--- src/design/bgd_pkg.sv ---
// ============================================================
// Shared constants for the pin data and diagnostic registers.
package bgd_pkg;

  // Number of general-purpose pins served by the pin data register.
  localparam int          BGD_PIN_COUNT      = 8;

  // Configuration offsets; accesses are dword aligned, so the 16-bit
  // pin data register sits in the upper half of the dword at 0xb4.
  localparam logic [7:0]  BGD_OFF_PIN_DATA   = 8'hb6;
  localparam logic [7:0]  BGD_OFF_PIN_DWORD  = 8'hb4;
  localparam logic [7:0]  BGD_OFF_CTRL_DIAG0 = 8'hc0;

  // Position of the pin data register inside its dword.
  localparam int          BGD_PIN_DATA_LSB   = 16;

  // Byte lane that carries the pin data low byte.
  localparam int          BGD_PIN_DATA_LANE  = 2;

  // Serial-bus pins that double as clock and data lines.
  localparam int          BGD_SB_CLOCK_PIN   = 4;
  localparam int          BGD_SB_DATA_PIN    = 5;

  // Field positions of the control and diagnostic register.
  localparam int          BGD_BUS_NUM_LSB    = 24;
  localparam int          BGD_DEV_NUM_LSB    = 19;
  localparam int          BGD_ADVISORY_BIT   = 18;
  localparam int          BGD_BRIDGE_PME_BIT = 17;
  localparam int          BGD_LINK_PME_BIT   = 16;
  localparam int          BGD_FIFO_SIZE_LSB  = 14;
  localparam int          BGD_ANY_FN_BIT     = 11;
  localparam int          BGD_POSTED_BIT     = 10;
  localparam int          BGD_COMPL_BIT      = 8;
  localparam int          BGD_CACHE_LINE_BIT = 7;

  // Values after reset.
  localparam logic [7:0]  BGD_PIN_DATA_RST   = 8'h00;
  localparam logic [31:0] BGD_CTRL_DIAG0_RST = 32'h0000_0000;
  localparam logic [7:0]  BGD_PIN_UPPER_RST  = 8'h00;

  // Depth of every synchroniser, in flip-flops.
  localparam int          BGD_SYNC_STAGES    = 2;

endpackage

--- src/design/bgd_sync.sv ---
// ============================================================
// Multi-bit two-stage level synchroniser.
// Each bit is crossed on its own; callers must only pass levels whose
// bits are independent, never a word that must arrive coherent.
module bgd_sync
  import bgd_pkg::*;
#(
  parameter int WIDTH = 1
) (
  input  wire logic             clock,
  input  wire logic             resetn,
  input  wire logic [WIDTH-1:0] async_in,
  output      logic [WIDTH-1:0] sync_out
);

  // First stage; read by the second stage and nothing else.
  logic [WIDTH-1:0] meta_reg;
  // Second stage; the only copy the rest of the design may use.
  logic [WIDTH-1:0] stable_reg;

  // ============================================================
  // Two flip-flops in series, cleared to a constant on reset.
  always_ff @(posedge clock or negedge resetn) begin
    if (!resetn) begin
      meta_reg   <= '0;
      stable_reg <= '0;
    end else begin
      meta_reg   <= async_in;
      stable_reg <= meta_reg;
    end
  end

  assign sync_out = stable_reg;

endmodule

--- src/design/bgd_registers.sv ---
module bgd_registers
  import bgd_pkg::*;
#(
  parameter int PINS = BGD_PIN_COUNT
) (
  input  wire logic        clock,
  input  wire logic        resetn,
  input  wire logic        pcie_reset_n,
  input  wire logic        global_reset_n,
  input  wire logic        cfg_read,
  input  wire logic        cfg_write,
  input  wire logic [7:0]  cfg_address,
  input  wire logic [3:0]  cfg_byte_enable,
  input  wire logic [31:0] cfg_write_data,
  output      logic [31:0] cfg_read_data,
  output      logic        cfg_read_valid,
  input  wire logic [PINS-1:0] pin_direction,
  input  wire logic        eeprom_detected,
  input  wire logic [PINS-1:0] pin_in,
  output      logic [PINS-1:0] pin_out,
  output      logic [PINS-1:0] pin_oe,
  input  wire logic        sb_clock_out,
  input  wire logic        sb_clock_oe,
  input  wire logic        sb_data_out,
  input  wire logic        sb_data_oe,
  input  wire logic [7:0]  captured_bus_number,
  input  wire logic [4:0]  captured_device_number,
  input  wire logic        link_power_event,
  output      logic        bridge_power_event,
  output      logic        link_power_event_pin,
  output      logic        advisory_error_select,
  output      logic [1:0]  fifo_size_limit,
  output      logic        answer_all_functions,
  output      logic        release_posted_credits,
  output      logic        release_completion_credits,
  output      logic        cache_line_size_select
);

  // ============================================================
  // Reset release and pin synchronisers.

  logic       rst_meta_reg;       // First stage of the reset release.
  logic       rst_n_sync_reg;     // Released power-on reset copy.
  logic [PINS+1:0] sync_out;      // Pins plus the two external resets.
  logic [PINS-1:0] pin_level;     // Synchronised pin levels.
  logic       fundamental_reset_n; // Low while PCIe or global reset.
  logic       global_sync_n;      // Synchronised global reset.

  // Release the asynchronous reset through two flip-flops.
  always_ff @(posedge clock or negedge resetn) begin
    if (!resetn) begin
      rst_meta_reg   <= 1'b0;
      rst_n_sync_reg <= 1'b0;
    end else begin
      rst_meta_reg   <= 1'b1;
      rst_n_sync_reg <= rst_meta_reg;
    end
  end

  // One synchroniser for every input that arrives from a pin.
  bgd_sync #(
    .WIDTH    (PINS + 2)
  ) u_sync (
    .clock    (clock),
    .resetn   (rst_n_sync_reg),
    .async_in ({global_reset_n, pcie_reset_n, pin_in}),
    .sync_out (sync_out)
  );

  assign pin_level     = sync_out[PINS-1:0];
  assign global_sync_n = sync_out[PINS+1];
  // Fundamental reset follows either external reset source.
  assign fundamental_reset_n = sync_out[PINS] & global_sync_n;

  // ============================================================
  // Address decode.

  logic pin_hit;      // Access to the dword holding pin data.
  logic diag_hit;     // Access to the control and diagnostic dword.
  logic pin_wr;       // Write that carries the pin data low byte.

  assign pin_hit  = cfg_address == BGD_OFF_PIN_DWORD;
  assign diag_hit = cfg_address == BGD_OFF_CTRL_DIAG0;
  assign pin_wr   = cfg_write & pin_hit & cfg_byte_enable[BGD_PIN_DATA_LANE];

  // ============================================================
  // Pin data latch and secondary function.

  logic [PINS-1:0] data_reg;      // Written output levels.
  logic [PINS-1:0] secondary;     // Pins taken by the serial bus.
  logic [PINS-1:0] writable;      // Pins that accept a data write.
  logic [PINS-1:0] read_level;    // Value presented on a read.
  logic [PINS-1:0] out_next;      // Next pin output level.
  logic [PINS-1:0] oe_next;       // Next pin output enable.
  logic [PINS-1:0] pin_out_reg;   // Registered pin levels.
  logic [PINS-1:0] pin_oe_reg;    // Registered pin enables.

  // Serial-bus function only once an EEPROM was found.
  always_comb begin
    secondary = '0;
    secondary[BGD_SB_CLOCK_PIN] = eeprom_detected;
    secondary[BGD_SB_DATA_PIN]  = eeprom_detected;
  end

  // Only output-mode pins free of a secondary use take writes.
  assign writable = pin_direction & ~secondary;

  // The latch is cleared by power-on reset or the fundamental reset, and
  // a global-only event drops the fundamental reset too, so it clears the levels.
  always_ff @(posedge clock or negedge rst_n_sync_reg) begin
    if (!rst_n_sync_reg) begin
      data_reg <= BGD_PIN_DATA_RST;
    end else if (!fundamental_reset_n) begin
      data_reg <= BGD_PIN_DATA_RST;
    end else if (pin_wr) begin
      data_reg <= (data_reg & ~writable) |
                  (cfg_write_data[BGD_PIN_DATA_LSB +: PINS] &
                   writable);
    end
  end

  // Per pin: serial engine, latched output, or released input.
  generate
    for (genvar i = 0; i < PINS; i++) begin : g_pin
      always_comb begin
        if (secondary[i]) begin
          out_next[i] = (i == BGD_SB_CLOCK_PIN) ? sb_clock_out
                                                 : sb_data_out;
          oe_next[i]  = (i == BGD_SB_CLOCK_PIN) ? sb_clock_oe
                                                 : sb_data_oe;
        end else begin
          out_next[i] = data_reg[i];
          oe_next[i]  = pin_direction[i];
        end
        // Inputs and serial pins show the wire; outputs the latch.
        read_level[i] = (pin_direction[i] & ~secondary[i]) ?
                        data_reg[i] : pin_level[i];
      end
    end
  endgenerate

  // Pin drivers are registered so that no glitch reaches the board.
  always_ff @(posedge clock or negedge rst_n_sync_reg) begin
    if (!rst_n_sync_reg) begin
      pin_out_reg <= '0;
      pin_oe_reg  <= '0;
    end else begin
      pin_out_reg <= out_next;
      pin_oe_reg  <= oe_next;
    end
  end

  assign pin_out = pin_out_reg;
  assign pin_oe  = pin_oe_reg;

  // ============================================================
  // Control and diagnostic fields.

  logic       advisory_reg;     // Advisory error reporting off.
  logic [1:0] fifo_size_reg;    // Maximum FIFO size in dwords.
  logic       any_fn_reg;       // Answer any function number.
  logic       posted_reg;       // Release posted-write credits.
  logic       compl_reg;        // Release completion credits.
  logic       cache_line_reg;   // Size from cache line register.
  logic       bridge_off_reg;   // Bridge event input disabled.
  logic       link_off_reg;     // Link event pin disabled.
  logic       diag_wr;          // Write to the diagnostic dword.

  assign diag_wr = cfg_write & diag_hit;

  // Fields held by the fundamental reset, updated per byte lane.
  always_ff @(posedge clock or negedge rst_n_sync_reg) begin
    if (!rst_n_sync_reg) begin
      advisory_reg   <= BGD_CTRL_DIAG0_RST[BGD_ADVISORY_BIT];
      fifo_size_reg  <= BGD_CTRL_DIAG0_RST[BGD_FIFO_SIZE_LSB +: 2];
      any_fn_reg     <= BGD_CTRL_DIAG0_RST[BGD_ANY_FN_BIT];
      posted_reg     <= BGD_CTRL_DIAG0_RST[BGD_POSTED_BIT];
      compl_reg      <= BGD_CTRL_DIAG0_RST[BGD_COMPL_BIT];
      cache_line_reg <= BGD_CTRL_DIAG0_RST[BGD_CACHE_LINE_BIT];
    end else if (!fundamental_reset_n) begin
      advisory_reg   <= BGD_CTRL_DIAG0_RST[BGD_ADVISORY_BIT];
      fifo_size_reg  <= BGD_CTRL_DIAG0_RST[BGD_FIFO_SIZE_LSB +: 2];
      any_fn_reg     <= BGD_CTRL_DIAG0_RST[BGD_ANY_FN_BIT];
      posted_reg     <= BGD_CTRL_DIAG0_RST[BGD_POSTED_BIT];
      compl_reg      <= BGD_CTRL_DIAG0_RST[BGD_COMPL_BIT];
      cache_line_reg <= BGD_CTRL_DIAG0_RST[BGD_CACHE_LINE_BIT];
    end else if (diag_wr) begin
      if (cfg_byte_enable[2]) begin
        advisory_reg <= cfg_write_data[BGD_ADVISORY_BIT];
      end
      if (cfg_byte_enable[1]) begin
        fifo_size_reg <=
          cfg_write_data[BGD_FIFO_SIZE_LSB +: 2];
        any_fn_reg    <= cfg_write_data[BGD_ANY_FN_BIT];
        posted_reg    <= cfg_write_data[BGD_POSTED_BIT];
        compl_reg     <= cfg_write_data[BGD_COMPL_BIT];
      end
      if (cfg_byte_enable[0]) begin
        cache_line_reg <=
          cfg_write_data[BGD_CACHE_LINE_BIT];
      end
    end
  end

  // Event disables survive a PCIe-only reset: they clear on power-on
  // or global reset, so wake paths stay configured across link resets.
  always_ff @(posedge clock or negedge rst_n_sync_reg) begin
    if (!rst_n_sync_reg) begin
      bridge_off_reg <= BGD_CTRL_DIAG0_RST[BGD_BRIDGE_PME_BIT];
      link_off_reg   <= BGD_CTRL_DIAG0_RST[BGD_LINK_PME_BIT];
    end else if (!global_sync_n) begin
      bridge_off_reg <= BGD_CTRL_DIAG0_RST[BGD_BRIDGE_PME_BIT];
      link_off_reg   <= BGD_CTRL_DIAG0_RST[BGD_LINK_PME_BIT];
    end else if (diag_wr && cfg_byte_enable[2]) begin
      bridge_off_reg <= cfg_write_data[BGD_BRIDGE_PME_BIT];
      link_off_reg   <= cfg_write_data[BGD_LINK_PME_BIT];
    end
  end

  // ============================================================
  // Control outputs and power event routing.
  logic bridge_event_reg;   // Gated event toward the bridge.
  logic link_pin_reg;       // Gated event toward the dedicated pin.

  // Both event paths are registered from the same link event.
  always_ff @(posedge clock or negedge rst_n_sync_reg) begin
    if (!rst_n_sync_reg) begin
      bridge_event_reg <= 1'b0;
      link_pin_reg     <= 1'b0;
    end else begin
      bridge_event_reg <= link_power_event & ~bridge_off_reg;
      link_pin_reg     <= link_power_event & ~link_off_reg;
    end
  end

  assign bridge_power_event         = bridge_event_reg;
  assign link_power_event_pin       = link_pin_reg;
  assign advisory_error_select      = advisory_reg;
  assign fifo_size_limit            = fifo_size_reg;
  assign answer_all_functions       = any_fn_reg;
  assign release_posted_credits     = posted_reg;
  assign release_completion_credits = compl_reg;
  assign cache_line_size_select     = cache_line_reg;

  // ============================================================
  // Read path; one cycle latency, unmapped offsets return zero.
  logic [31:0] read_next;     // Value assembled for the read.
  logic [31:0] read_data_reg; // Registered read data.
  logic        read_vld_reg;  // Registered read strobe.

  // Assemble the addressed dword; unlisted bits stay zero.
  always_comb begin
    read_next = '0;
    if (pin_hit) begin
      read_next[BGD_PIN_DATA_LSB +: PINS] = read_level;
      read_next[31:BGD_PIN_DATA_LSB + PINS] =
        BGD_PIN_UPPER_RST;
    end else if (diag_hit) begin
      read_next[BGD_BUS_NUM_LSB +: 8] = captured_bus_number;
      read_next[BGD_DEV_NUM_LSB +: 5] =
        captured_device_number;
      read_next[BGD_ADVISORY_BIT]     = advisory_reg;
      read_next[BGD_BRIDGE_PME_BIT]   = bridge_off_reg;
      read_next[BGD_LINK_PME_BIT]     = link_off_reg;
      read_next[BGD_FIFO_SIZE_LSB +: 2] = fifo_size_reg;
      read_next[BGD_ANY_FN_BIT]       = any_fn_reg;
      read_next[BGD_POSTED_BIT]       = posted_reg;
      read_next[BGD_COMPL_BIT]        = compl_reg;
      read_next[BGD_CACHE_LINE_BIT]   = cache_line_reg;
    end
  end

  // Capture read data one edge after the request.
  always_ff @(posedge clock or negedge rst_n_sync_reg) begin
    if (!rst_n_sync_reg) begin
      read_data_reg <= '0;
      read_vld_reg  <= 1'b0;
    end else begin
      read_vld_reg <= cfg_read;
      if (cfg_read) begin
        read_data_reg <= read_next;
      end
    end
  end

  assign cfg_read_data  = read_data_reg;
  assign cfg_read_valid = read_vld_reg;

  // ============================================================
  // Checks.
  AST_INPUT_READ: assert property (
    @(posedge clock) disable iff (!rst_n_sync_reg)
    (cfg_read && pin_hit && pin_direction == '0)
      |=> cfg_read_data[23:16] == $past(pin_level))
    else $error("input pin read mismatch");
  AST_OUTPUT_DRIVE: assert property (
    @(posedge clock) disable iff (!rst_n_sync_reg)
    (pin_wr && fundamental_reset_n && !eeprom_detected &&
     pin_direction == '1)
      |-> ##2 pin_out == $past(cfg_write_data[23:16], 2))
    else $error("output pin not driven to written level");
  AST_INPUT_WRITE_IGNORED: assert property (
    @(posedge clock) disable iff (!rst_n_sync_reg)
    (pin_wr && !pin_direction[0])
      |=> data_reg[0] == $past(data_reg[0]))
    else $error("write to input pin changed latch");
  AST_SECONDARY_PINS: assert property (
    @(posedge clock) disable iff (!rst_n_sync_reg)
    eeprom_detected |=> pin_oe[BGD_SB_CLOCK_PIN] == $past(sb_clock_oe)
      && pin_out[BGD_SB_DATA_PIN] == $past(sb_data_out))
    else $error("serial pins not following serial engine");
  AST_UPPER_ZERO: assert property (
    @(posedge clock) disable iff (!rst_n_sync_reg)
    (cfg_read && pin_hit) |=> cfg_read_data[31:24] == 8'h00)
    else $error("pin data upper byte not zero");
  AST_FUND_CLEAR: assert property (
    @(posedge clock) disable iff (!rst_n_sync_reg)
    !fundamental_reset_n |=> data_reg == '0)
    else $error("pin latch not cleared by fundamental reset");
  AST_INPUT_RELEASED: assert property (
    @(posedge clock) disable iff (!rst_n_sync_reg)
    (!eeprom_detected && !pin_direction[0]) |=> !pin_oe[0])
    else $error("input pin driven");
  AST_BUS_FIELDS: assert property (
    @(posedge clock) disable iff (!rst_n_sync_reg)
    (cfg_read && diag_hit) |=> cfg_read_valid &&
      cfg_read_data[31:24] == $past(captured_bus_number) &&
      cfg_read_data[23:19] == $past(captured_device_number))
    else $error("captured numbers not reported");
  AST_RESERVED_ZERO: assert property (
    @(posedge clock) disable iff (!rst_n_sync_reg)
    (cfg_read && diag_hit) |=> cfg_read_data[13:12] == 2'b00 &&
      !cfg_read_data[9])
    else $error("reserved bits not zero");
  AST_EVENT_KEEP: assert property (
    @(posedge clock) disable iff (!rst_n_sync_reg)
    (!fundamental_reset_n && global_sync_n && !diag_wr)
      |=> $stable(link_off_reg) && $stable(bridge_off_reg))
    else $error("event disables lost on fundamental reset");
  AST_LINK_PIN_OFF: assert property (
    @(posedge clock) disable iff (!rst_n_sync_reg)
    link_off_reg |=> !link_power_event_pin)
    else $error("disabled link event pin asserted");
endmodule

--- config.mk ---
export PLATFORM = sky130hd
export DESIGN_NAME = bgd_registers
export DESIGN_NICKNAME = d
export VERILOG_FILES = /design/src/design/bgd_pkg.sv /design/src/design/bgd_sync.sv /design/src/design/bgd_registers.sv
export SDC_FILE = /design/constraint.sdc
export NUM_CORES = 1
export LEC_CHECK = 0
export BUFFER_PORTS_ARGS = -buffer_cell sky130_fd_sc_hd__buf_2
export CORE_MARGIN = 1.5
export CORE_UTILIZATION = 45
export DETAILED_ROUTE_END_ITERATION = 7
export GPL_ROUTABILITY_DRIVEN = 1
export PLACE_DENSITY = 0.77
export RECOVER_POWER = 25
export SYNTH_ARGS = -nofsm -noshare
export SYNTH_HDL_FRONTEND = slang
export SYNTH_HIERARCHICAL = 1
export SYNTH_SLANG_ARGS = --single-unit
--- constraint.sdc ---
create_clock -name clock -period 3.3 [get_ports clock]
set_clock_uncertainty 0.15 [all_clocks]
set_input_delay 0.33 -clock clock [delete_from_list [all_inputs] [get_ports clock]]
set_output_delay 0.33 -clock clock [all_outputs]
set_load 0.01 [all_outputs]
# Yosys cells after proc, flatten, opt, wreduce, memory -nomap -nowiden
# Cells that the tools add are included.
# W data, S select, Z words.
[op_classes]
bitwise = 17
reduce_logical = 4
mux = 43
n_eq_ne = 8
[op_table]
columns = ["cell", "count"]
rows = [
  ["$mux W1", 31],
  ["$and A8 B8 Y8", 3],
  ["$mux W18", 1],
  ["$eq A8 B8 Y1 const B", 2],
  ["$mux W16", 1],
  ["$mux W2", 8],
  ["$mux W8", 2],
  ["$and A1 B1 Y1", 8],
  ["$ne A2 B2 Y1 const B", 4],
  ["$not A6 Y8", 1],
  ["$not A8 Y8", 1],
  ["$or A8 B8 Y8", 1],
  ["$reduce_and A2 Y1", 3],
  ["$ne A2 B1 Y1 const B", 2],
  ["$not A1 Y1", 3],
  ["$logic_and A1 B1 Y1", 1],
]
[word_totals]
input_bits = 85
out_inout_bits = 58
register_bits = 80

# Depth between registers and ports, before layout
# Gate-level depths: netlist (run 1).
[depth]
ltp_word = 7
mapped_depth = 5

# Modules after synthesis
# The synthesis (run 1) kept the hierarchy.
[modules_own_cells]
columns = ["module", "seq_area_each_um2", "n_inst", "cells_per_inst", "area_each_um2"]
rows = [
  ["bgd_registers", 1501.4, 1, 237, 2591.2],
  ["bgd_sync", 500.5, 1, 20, 500.5],
]

# Worst setup path after synthesis (run 1)
# Ideal clock, no wire load.
[synth_timing]
path_kind = "input to register"
start = "input cfg_address[1]"
end = "register any_fn_reg, in the netlist answer_all_functions"
path_stages = 5
t_required_ns = 3.011
arrival_ns = 1.582
setup_slack_ns = 1.429
setup_ns = 0.139
path_buffers = 2
path_cell_list = "or4b_1 > buf_2 > clkbuf_1 > o311ai_0 > o31ai_1"
[synth_via]
elab_chain_len = 4
[synth_rtl]
columns = ["element", "line_no", "rtl"]
rows = [
  ["start, declared", "bgd_registers.sv:12", "input wire logic [7:0] cfg_address,"],
  ["$eq A8 B8 Y1", "bgd_registers.sv:83", "assign diag_hit = cfg_address == BGD_OFF_CTRL_DIAG0;"],
  ["$and A1 B1 Y1", "bgd_registers.sv:169", "assign diag_wr = cfg_write & diag_hit;"],
  ["$ne A2 B1 Y1 (no line)", "n/a", ""],
  ["$reduce_and A2 Y1 (no line)", "n/a", ""],
  ["end signal, assigned", "bgd_registers.sv:176", "any_fn_reg <= BGD_CTRL_DIAG0_RST[BGD_ANY_FN_BIT];"],
  ["end signal, assigned", "bgd_registers.sv:183", "any_fn_reg <= BGD_CTRL_DIAG0_RST[BGD_ANY_FN_BIT];"],
  ["end signal, assigned", "bgd_registers.sv:194", "any_fn_reg <= cfg_write_data[BGD_ANY_FN_BIT];"],
  ["end, declared", "bgd_registers.sv:161", "logic any_fn_reg;"],
]
# Every way passes these cells.
# A chain may end at the register's enable or synchronous reset.

# Worst setup path in the final report (run 1)
[layout_timing]
start = "input cfg_address[1]"
end = "register read_data_reg[20], in the netlist cfg_read_data[20]"
[layout_via]
elab_chain_len = 3
word_cells_on_any_way = 4
cone_classes = "eq/ne: 2; mux: 2"
[layout_rtl]
columns = ["element", "line_no", "rtl"]
rows = [
  ["$eq A8 B8 Y1", "bgd_registers.sv:83", ""],
  ["$mux W18", "bgd_registers.sv:258", "end else if (diag_hit) begin"],
  ["$mux W16 *", "bgd_registers.sv:254", "if (pin_hit) begin"],
  ["end signal, assigned", "bgd_registers.sv:281", "read_data_reg <= read_next;"],
  ["end, declared", "bgd_registers.sv:248", "logic [31:0] read_data_reg;"],
]
# Mark *: on every way between the ends. The rest lies on a longest branch, timed or not.

==> summary.txt, run 1 <==
outcome - complete, no violations
crit path kind - input pin to register
RSZ-0062 raised after global routing - no
ys async rst share - 100%
# fillers - 548
Post-Synth Adder-Cell Area - 0%
Post CTS Setup Buffer Count - 0
wire length on met3 - 240 um
total power draw - 0.00208 W
Final Non-Filler Cells - 472
final WL - 6980 um
CP Max Fanout - 15
starting density of the core - 46.0%
die width - 85.9 um
Post-Synth XOR/XNOR Area - 0%
row cnt - 30
RePlAce Congestion - 0.731
PD cells - 508 nW/um2
final hold violations - 0
fin crit share - 61.6%
gr ovfl total - 0
share of layout cells above drive strength 1 - 30.4%
register area - 2010 um2
initial antenna violation count - 0
CTS tree - done
max reg flops - 22
# H-tree levels - 3
CTS Buf Count - 9
max_slew headroom - 35.4%
via count - 2403
n_diodes - 0
DPL Wire Length - 4670 um
Leak Pwr - 1.99 nW
# port buffers - 113
clock power share - 44.6%
clk slew on worst S/H paths - 0.08 ns
vias in the first global route - 2357
count of cell types in the netlist - 31
multiplexer share of the synthesized area - 7.20%
yosys warns - 6
main combinational cell family by area after synthesis - simple AND/OR/NAND/NOR gates
top_reg_cell synth - dfrtp_1
antenna-violating nets left - 0
P_int - 0.00164 W
post-cts sizing count - 0
die height - 85.9 um
clk buf depth - 2
WHS - 0.0404 ns
max layer used - met4
first-pass GRT wire length - 11000 um
GRT Overall Usage - 19.5%
CP endpoint kind - register
M1 WL - 2950 um
DRT iter0 DRCs - 119
area delta synth->final - 32.3%
Layout Nets - 472
final setup fails - 0
Synth Area in Compound Gates - 8.38%
clk root buf - clkbuf_8
syn_area_per_cell - 12.0 um2
Critical Path RT - 3.40 ns
mapped cell area - 3090 um2
sequential share of power - 49.4%
FMAX - 492 MHz
number of I/O pins - 143
clk sinks - 80
Post-Place Cells - 439
DR DRC count - 0
combinational share of power - 6.0%
Worst-Skew Late Latency - 0.34 ns
Setup crit start kind - input pin
Worst Path Arrival - 2.13 ns
die area - 7380 um2
sequential area share after synthesis - 64.8%
EDFF count, synth - 0
#FFs+latches synth - 80
Post-Synthesis Cells - 257
Max-Cap Viols - 0
NetSw - 0.000438 W
Setup TNS - 0 ns
met2 WL post-DR - 3620 um
core area - 6720 um2
Slew Limit Fails - 0
DR vias/cell - 5.09
final worst path period need - 2.03 ns
area of the multi-input gates - 947 um2
Hold WC Path Type - input pin to register
Peak VDD IR - 0.244 mV
largest net degree at the start of global routing - 79
Switching Fraction - 21.1%
drt wl/cell - 14.8 um
Post-Synth Simple-Gate Area - 13.5%
DRT Pass-1 Iters - 4
Hold Buf Count CTS - 17
slew at the pin with the worst max-slew slack - 0.969 ns
-- layer usage --
layer  global-route usage, %  up-vias
li1                        -     1137
met4                    9.38        0
met1                    23.9     1176
met2                    33.9       76
met3                    2.89       14
met5                       0        -
-- path summary, 6_finish.rpt --
path	start	to	slack, ns	cells after the start
setup / recovery	cfg_address[1]	cfg_read_data[20]$_DFFE_PN0P_	1.27	4
hold / removal	sb_clock_oe	pin_oe[4]$_DFF_PN0_	0.04	3
setup reg to reg	u_sync/sync_out[9]$_DFF_PN0_	answer_all_functions$_DFFE_PN0P_	1.38	3
hold reg to reg	u_sync/meta_reg[8]$_DFF_PN0_	u_sync/sync_out[8]$_DFF_PN0_	0.19	0
max in group asynchronous	rst_n_sync_reg$_DFF_PN0_	cfg_read_data[16]$_DFFE_PN0P_	2.02	0
min in group asynchronous	resetn	rst_n_sync_reg$_DFF_PN0_	0.15	2
-- critical path, cell delays in order --
cell      delay, ns
buf_2          0.11
or4b_1         0.83
or3_1          0.63
o221ai_1       0.23
-- Yosys cell counts (2+ instances only) --
library cell,number,share of area [%]
nand3_1,7,1.1
nand4_1,4,0.81
mux2i_1,20,6.5
nand2_1,49,5.9
conb_1,2,0.24
o311ai_0,5,1.4
nand2b_1,6,1.2
o31ai_1,5,1.2
inv_1,14,1.7
o2bb2ai_1,8,2.3
o22ai_1,6,1.2
nor2b_1,2,0.40
buf_4,10,2.4
buf_2,2,0.32
clkbuf_1,8,0.97
nor4_1,2,0.40
nor3_1,6,0.97
dfrtp_1,80,65
mux2_2,2,0.73
o221ai_1,8,2.3
-- power by group through the flow --
stage | clock (W) | combinational, W | sequential (W)
after detailed placement | 0 | 0.000112 | 0.00105
after CTS | 0.000938 | 0.000128 | 0.00103
after floorplan | 0 | 0.0000517 | 0.00105
after global routing | 0.000977 | 0.000137 | 0.00103
after global placement | 0 | 0.000110 | 0.00105
final | 0.000927 | 0.000125 | 0.00103
-- cell usage in the layout (no fill, tap or decap), drive strengths merged, types with 4 or more instances in the layout --
| cell type | Yosys | final |
|---|---|---|
| o31ai | 5 | 5 |
| dfrtp | 80 | 80 |
| mux2i | 20 | 20 |
| clkbuf | 8 | 28 |
| inv | 14 | 14 |
| nor3 | 7 | 7 |
| o311ai | 5 | 5 |
| o2bb2ai | 8 | 8 |
| buf | 13 | 96 |
| bufinv | 0 | 4 |
| o221ai | 8 | 8 |
| nand2b | 6 | 6 |
| conb | 2 | 11 |
| o22ai | 6 | 6 |
| nand3 | 7 | 7 |
| nand4 | 4 | 4 |
| dlygate4sd3 | 0 | 17 |
| nand2 | 50 | 50 |
-- through the flow --
step / area [um2] / setup slack, ns / util (%)
5_1_grt: 4090 / 1.18 / 60.9
6_report: 4090 / 1.27 / 60.9
3_3_place_gp: 3680 / 0.943 / 54.8
3_5_place_dp: 3680 / 0.919 / 54.8
2_1_floorplan: 3130 / 0.757 / -
4_1_cts: 4110 / 1.27 / 61.2
-- final cells by class --
cell class | instances | share of cell area [%]
multi-input combinational | 150 | 23.2
timing repair buffer | 131 | 17.6
clock inverter | 6 | 3.24
sequential | 80 | 49.0
tap | 80 | 2.45
clock buffer | 10 | 3.12
inverter | 15 | 1.38
-- cells by family after synthesis --
group / after synthesis
simple gates: 85
buf+inv: 36
flops: 80
other cells: 2
compound gates: 32
mux: 22
(Power assumes the default switching activity.)
==> inputs of run 2 (changes only) <==
CORE_UTILIZATION = 42   (was 45)
PLACE_DENSITY = 0.76   (was 0.77)
clock period = 1.75 ns   (was 3.3 ns; I/O delays follow)
==> run 2 against run 1 <==
Against the previous run: worst hold slack lost 0.0032 ns; cell count increased by 15%; sequential share of layout area decreased by 4.7 points; critical path type unchanged; critical endpoint is now pin_out[4]$_DFF_PN0_; largest cell class unchanged; highest routed layer unchanged.
==> summary.txt, run 2 (same netlist as run 1, synthesis figures left out) <==
vias in the first global route - 2644 (+12%)
Critical Path RT - 1.83 ns (-1.57 ns)
Post CTS Setup Buffer Count - 0 (unchanged)
CP Max Fanout - 1 (-14)
Switching Fraction - 24.7% (+3.6 points)
FMAX - 631 MHz
final hold violations - 0 (unchanged)
Max-Cap Viols - 0 (unchanged)
RePlAce Congestion - 0.807 (+10%)
starting density of the core - 43.1% (-2.9 points)
final setup fails - 0 (unchanged)
grt met3 use - 6.53% (+3.6 points)
commonest cells after routing, fill and taps aside - buf_2, dfrtp_1, dlygate4sd3_1
worst setup path start - sb_clock_out
routing usage on met2 - 37.6% (+3.7 points)
crit path kind - input pin to register
DRT iter0 DRCs - 121 (+1.7%)
area delta synth->final - 46.4%
gr ovfl total - 0 (unchanged)
post-cts sizing count - 0 (unchanged)
DR vias/cell - 4.90 (-3.7%)
area of the multi-input gates - 941 um2 (-0.66%)
gate family responsible for the most delay along the worst path - buffers and inverters
# port buffers - 113 (unchanged)
RSZ-0062 raised after global routing - no
NetSw - 0.000845 W (+93%)
die width - 88.8 um (+3.4%)
DRT Pass-1 Iters - 4 (unchanged)
number of I/O pins - 143 (unchanged)
P_int - 0.00258 W (+57%)
Slew Limit Fails - 0 (unchanged)
sequential share of power - 55.9% (+6.5 points)
first-pass GRT wire length - 12900 um (+17%)
die area - 7880 um2 (+6.9%)
final worst slack - 0.166 ns (-1.10 ns)
GRT Overall Usage - 22.3% (+2.8 points)
commonest non-fill, non-tap cell in the layout - buf_2
Hold Buf Count CTS - 56 (+39)
most frequent CP cell - dlygate4sd3_1
Worst-Skew Late Latency - 0.34 ns (about the same)
combinational share of power - 10.4% (+4.4 points)
final WL - 8270 um (+18%)
register area - 2010 um2 (unchanged)
die height - 88.8 um (+3.4%)
DPL Wire Length - 5220 um (+12%)
# fillers - 570 (+4.0%)
Slowest cell on crit path - dlygate4sd3_1
met1 Use GR - 26.3% (+2.3 points)
CP bufs+invs - 3 (+2)
largest net degree at the start of global routing - 33 (-58%)
R2R depth - 2 (-1)
n_diodes - 0 (unchanged)
core area - 7180 um2 (+6.8%)
share of layout cells above drive strength 1 - 32.4% (+2.1 points)
outcome - complete, no violations
Peak VDD IR - 0.435 mV (+78%)
clk slew on worst S/H paths - 0.08 ns (about the same)
drt wl/cell - 15.2 um (+3.0%)
# H-tree levels - 3 (unchanged)
max reg flops - 22 (unchanged)
Hold WC Path Type - input pin to register
row cnt - 31 (+3.3%)
DP Worst Slack - -0.147 ns (-1.07 ns)
clock power share - 33.6% (-11 points)
PD cells - 757 nW/um2 (+49%)
initial antenna violation count - 0 (unchanged)
Layout Nets - 524 (+11%)
final worst path period need - 1.58 ns
FF-to-FF Start - data_reg[4]$_DFFE_PN0P_
clk buf depth - 2 (unchanged)
grt peak-use layer - met2
Layout Utilization - 63.1% (+2.2 points)
total power draw - 0.00343 W (+65%)
worst-path cell chain - dlygate4sd3_1, buf_2, mux2_2, dlygate4sd3_1
fin crit share - 90.5%
CP endpoint kind - register
clk root buf - clkbuf_8
Worst Hold Depth - 2 (-1)
via count - 2662 (+11%)
clk sinks - 80 (unchanged)
Worst Path Arrival - 1.67 ns (-0.46 ns)
Hold Path Origin - eeprom_detected
max incr delay on CP - 0.56 ns (-0.27 ns)
Stages on worst setup path - 4 (unchanged)
antenna-violating nets left - 0 (unchanged)
CTS Buf Count - 9 (unchanged)
Setup crit start kind - input pin
Leak Pwr - 2.22 nW (+12%)
CTS tree - done
DR DRC count - 0 (unchanged)
run 2: cell count changes in the layout (fill, tap and decap cells not counted), moves of 4 or more:
cell	change
buf_2	+12
buf_4	+12
bufinv_16	-4
clkbuf_1	-13
clkinv_2	+5
dlygate4sd3_1	+39
run 2: cell type report:
type | instances | share of cell area [%]
Multi-Input combinational cell | 150 | 20.8
Clock buffer | 9 | 2.74
Inverter | 15 | 1.24
Timing Repair Buffer | 183 | 27.3
Sequential cell | 80 | 44.3
Tap cell | 99 | 2.74
Clock inverter | 7 | 0.857
run 2: metal layers:
layer  up-vias  share of wire, %
met2       103                51
met1      1305                41
met3        20               5.4
met5         -                 0
li1       1234                 -
met4         0               2.9
run 2: path summary, 6_finish.rpt:
path | end | slack (ns)
worst max-delay path | pin_out[4]$_DFF_PN0_ | 0.17
worst min-delay path | pin_out[5]$_DFF_PN0_ | 0.04
worst max register to register | pin_out[4]$_DFF_PN0_ | 0.25
worst min register to register | bridge_off_reg$_DFFE_PN0P_ | 0.11
max in group asynchronous | cfg_read_data[16]$_DFFE_PN0P_ | 0.77
min in group asynchronous | bridge_off_reg$_DFFE_PN0P_ | 0.11
run 2: per-stage QoR:
step	hold slack, ns	setup TNS (ns)	cell area (um2)	std cells
after floorplan	-0.271	0	3130	266
after global placement	-0.189	-0.999	3810	471
after detailed placement	-0.188	-1.60	3810	471
after CTS	0.00898	0	4530	543
after global routing	0.0265	0	4530	543
final	0.0372	0	4530	543
run 2: worst reg2reg max path: stages (launching register included):
cell	delay, ns
dfrtp_1	0.41
mux2_2	0.27
dlygate4sd3_1	0.56
run 2: power groups by stage:
stage,Combinational (W),Clock [W],Sequential [W]
final,0.000358,0.00115,0.00192
after global routing,0.000392,0.00126,0.00192
after CTS,0.000353,0.00119,0.00192
after floorplan,0.0000974,0,0.00197
after global placement,0.000250,0,0.00195
after detailed placement,0.000256,0,0.00195
==> inputs of run 3 (changes only) <==
CORE_UTILIZATION = 43   (was 42)
CTS_BUF_LIST = sky130_fd_sc_hd__clkbuf_4 sky130_fd_sc_hd__clkbuf_8   (was default)
PLACE_DENSITY = 0.77   (was 0.76)
==> run 3 against run 2 <==
Against the previous run: maximum frequency rose by 0.69%; highest routed layer unchanged; via count decreased by 2.6%; worst setup slack better by 0.011 ns; count of clock-buffer cells in the layout grew 2; critical path depth unchanged; non-clock buffer count did not move; final area grew 1.5%; die area shrank 2.2%.
==> summary.txt, run 3 (same netlist as run 1, synthesis figures left out) <==
initial antenna violation count - 0 (unchanged)
row cnt - 30 (-3.2%)
sequential share of power - 48.7% (-7.2 points)
first-pass GRT wire length - 12700 um (-1.2%)
# port buffers - 113 (unchanged)
worst-path cell chain - buf_2, or4b_1, or3_1, o221ai_1
DPL Wire Length - 5130 um (-1.7%)
WHS - 0.0169 ns (-0.0202 ns)
Slew Limit Fails - 0 (unchanged)
n_diodes - 0 (unchanged)
max incr delay on CP - 0.59 ns (+0.03 ns)
area delta synth->final - 48.5%
outcome - complete, no violations
die width - 87.8 um (-1.1%)
vias in the first global route - 2650 (+0.23%)
Peak VDD IR - 0.424 mV (-2.5%)
Final Non-Filler Cells - 540 (-0.55%)
starting density of the core - 45.0% (+1.9 points)
post-cts sizing count - 0 (unchanged)
Post CTS Setup Buffer Count - 0 (unchanged)
# fillers - 513 (-10%)
Worst-Skew Late Latency - 0.34 ns (about the same)
Layout Utilization - 66.8% (+3.8 points)
CP Max Fanout - 8 (+7)
DR DRC count - 0 (unchanged)
RSZ-0062 raised after global routing - no
die height - 87.8 um (-1.1%)
antenna-violating nets left - 0 (unchanged)
DRT iter0 DRCs - 167 (+38%)
PD cells - 854 nW/um2 (+13%)
slew at the pin with the worst max-slew slack - 0.620 ns
Max-Cap Viols - 0 (unchanged)
Post-Place Cells - 468 (-0.64%)
GRT Overall Usage - 22.3% (-0.030 points)
core area - 6870 um2 (-4.3%)
gr ovfl total - 0 (unchanged)
Leak Pwr - 2.25 nW (+1.5%)
Slowest cell on crit path - or4b_1
commonest cells after routing, fill and taps aside - buf_2, dfrtp_1, dlygate4sd3_1
DR vias/cell - 4.80 (-2.1%)
max reg flops - 22 (unchanged)
fin crit share - 89.9% (-0.62 points)
final hold violations - 0 (unchanged)
CTS Buf Count - 9 (unchanged)
CTS tree - done
Layout Nets - 524 (unchanged)
Hold Buf Count CTS - 56 (unchanged)
share of layout cells above drive strength 1 - 32.2% (-0.23 points)
NetSw - 0.000841 W (-0.52%)
via count - 2593 (-2.6%)
R2R depth - 2 (unchanged)
number of I/O pins - 143 (unchanged)
Setup TNS - 0 ns (unchanged)
Worst Path Arrival - 1.68 ns (about the same)
P_int - 0.00308 W (+19%)
CP endpoint kind - register
clk root buf - clkbuf_8
gate family responsible for the most delay along the worst path - simple AND/OR/NAND/NOR gates
clk sinks - 80 (unchanged)
largest net degree at the start of global routing - 48 (+45%)
clk buf depth - 2 (unchanged)
RePlAce Congestion - 0.735 (-9.0%)
clock power share - 42.2% (+8.6 points)
final setup fails - 0 (unchanged)
max_slew headroom - 58.7%
FMAX - 636 MHz (+0.69%)
DRT Pass-1 Iters - 4 (unchanged)
commonest non-fill, non-tap cell in the layout - buf_2
combinational share of power - 9.2% (-1.2 points)
drt wl/cell - 14.9 um (-2.0%)
final worst path period need - 1.57 ns (-0.0109 ns)
Setup crit start kind - input pin
Stages on worst setup path - 4 (unchanged)
# H-tree levels - 3 (unchanged)
clk slew on worst S/H paths - 0.09 ns (about the same)
final WL - 8050 um (-2.6%)
crit path kind - input pin to register
Switching Fraction - 21.5% (-3.2 points)
Critical Path RT - 1.86 ns (+0.03 ns)
CP bufs+invs - 1 (-2)
Worst Hold Depth - 3 (+1)
Hold WC Path Type - input pin to register
die area - 7710 um2 (-2.2%)
run 3: final timing paths:
kind / start / endpoint / slack, ns
worst max-delay path: cfg_address[1] / cfg_read_data[19]$_DFFE_PN0P_ / 0.18
worst min-delay path: captured_device_number[1] / cfg_read_data[20]$_DFFE_PN0P_ / 0.02
worst max register to register: data_reg[4]$_DFFE_PN0P_ / pin_out[4]$_DFF_PN0_ / 0.26
worst min register to register: rst_n_sync_reg$_DFF_PN0_ / pin_oe[7]$_DFF_PN0_ / 0.05
max in group asynchronous: rst_n_sync_reg$_DFF_PN0_ / cfg_read_data[18]$_DFFE_PN0P_ / 0.35
min in group asynchronous: rst_n_sync_reg$_DFF_PN0_ / pin_oe[7]$_DFF_PN0_ / 0.05
run 3: metal layers:
metal	GRT usage, %	vias up	part of all wire, %
met5	0	-	0
met4	9.24	0	2.1
met3	5.47	14	5.4
met2	37.5	94	51
met1	27.5	1248	41
li1	-	1237	-
run 3: worst register-to-register path: stages, from the launching register on:
cell	delay [ns]
dfrtp_1	0.40
mux2_2	0.26
dlygate4sd3_1	0.56
run 3: layout make-up:
cell class | instances | area [um2] | area share, %
repair buffers | 183 | 1220 | 26.6
multi-input cells | 150 | 941 | 20.5
clock buffers | 11 | 145 | 3.16
flip-flops and latches | 80 | 2000 | 43.6
well taps | 96 | 120 | 2.62
clock inverters | 5 | 104 | 2.26
inverters | 15 | 56.3 | 1.23
run 3: through the flow:
stage	instance area [um2]	setup WS [ns]	total power [W]
global route	4590	0.0732	0.00406
floorplan	3130	0.0344	0.00207
global placement	3810	-0.0798	0.00220
detailed placement	3810	-0.186	0.00221
CTS	4620	0.176	0.00394
finish	4590	0.177	0.00392
run 3: power groups by stage:
stage | Combinational (W) | Clock [W] | Sequential [W]
after floorplan | 0.0000974 | 0 | 0.00197
after global placement | 0.000256 | 0 | 0.00194
after detailed placement | 0.000263 | 0 | 0.00195
after CTS | 0.000360 | 0.00167 | 0.00191
after global routing | 0.000395 | 0.00175 | 0.00191
final | 0.000359 | 0.00165 | 0.00191
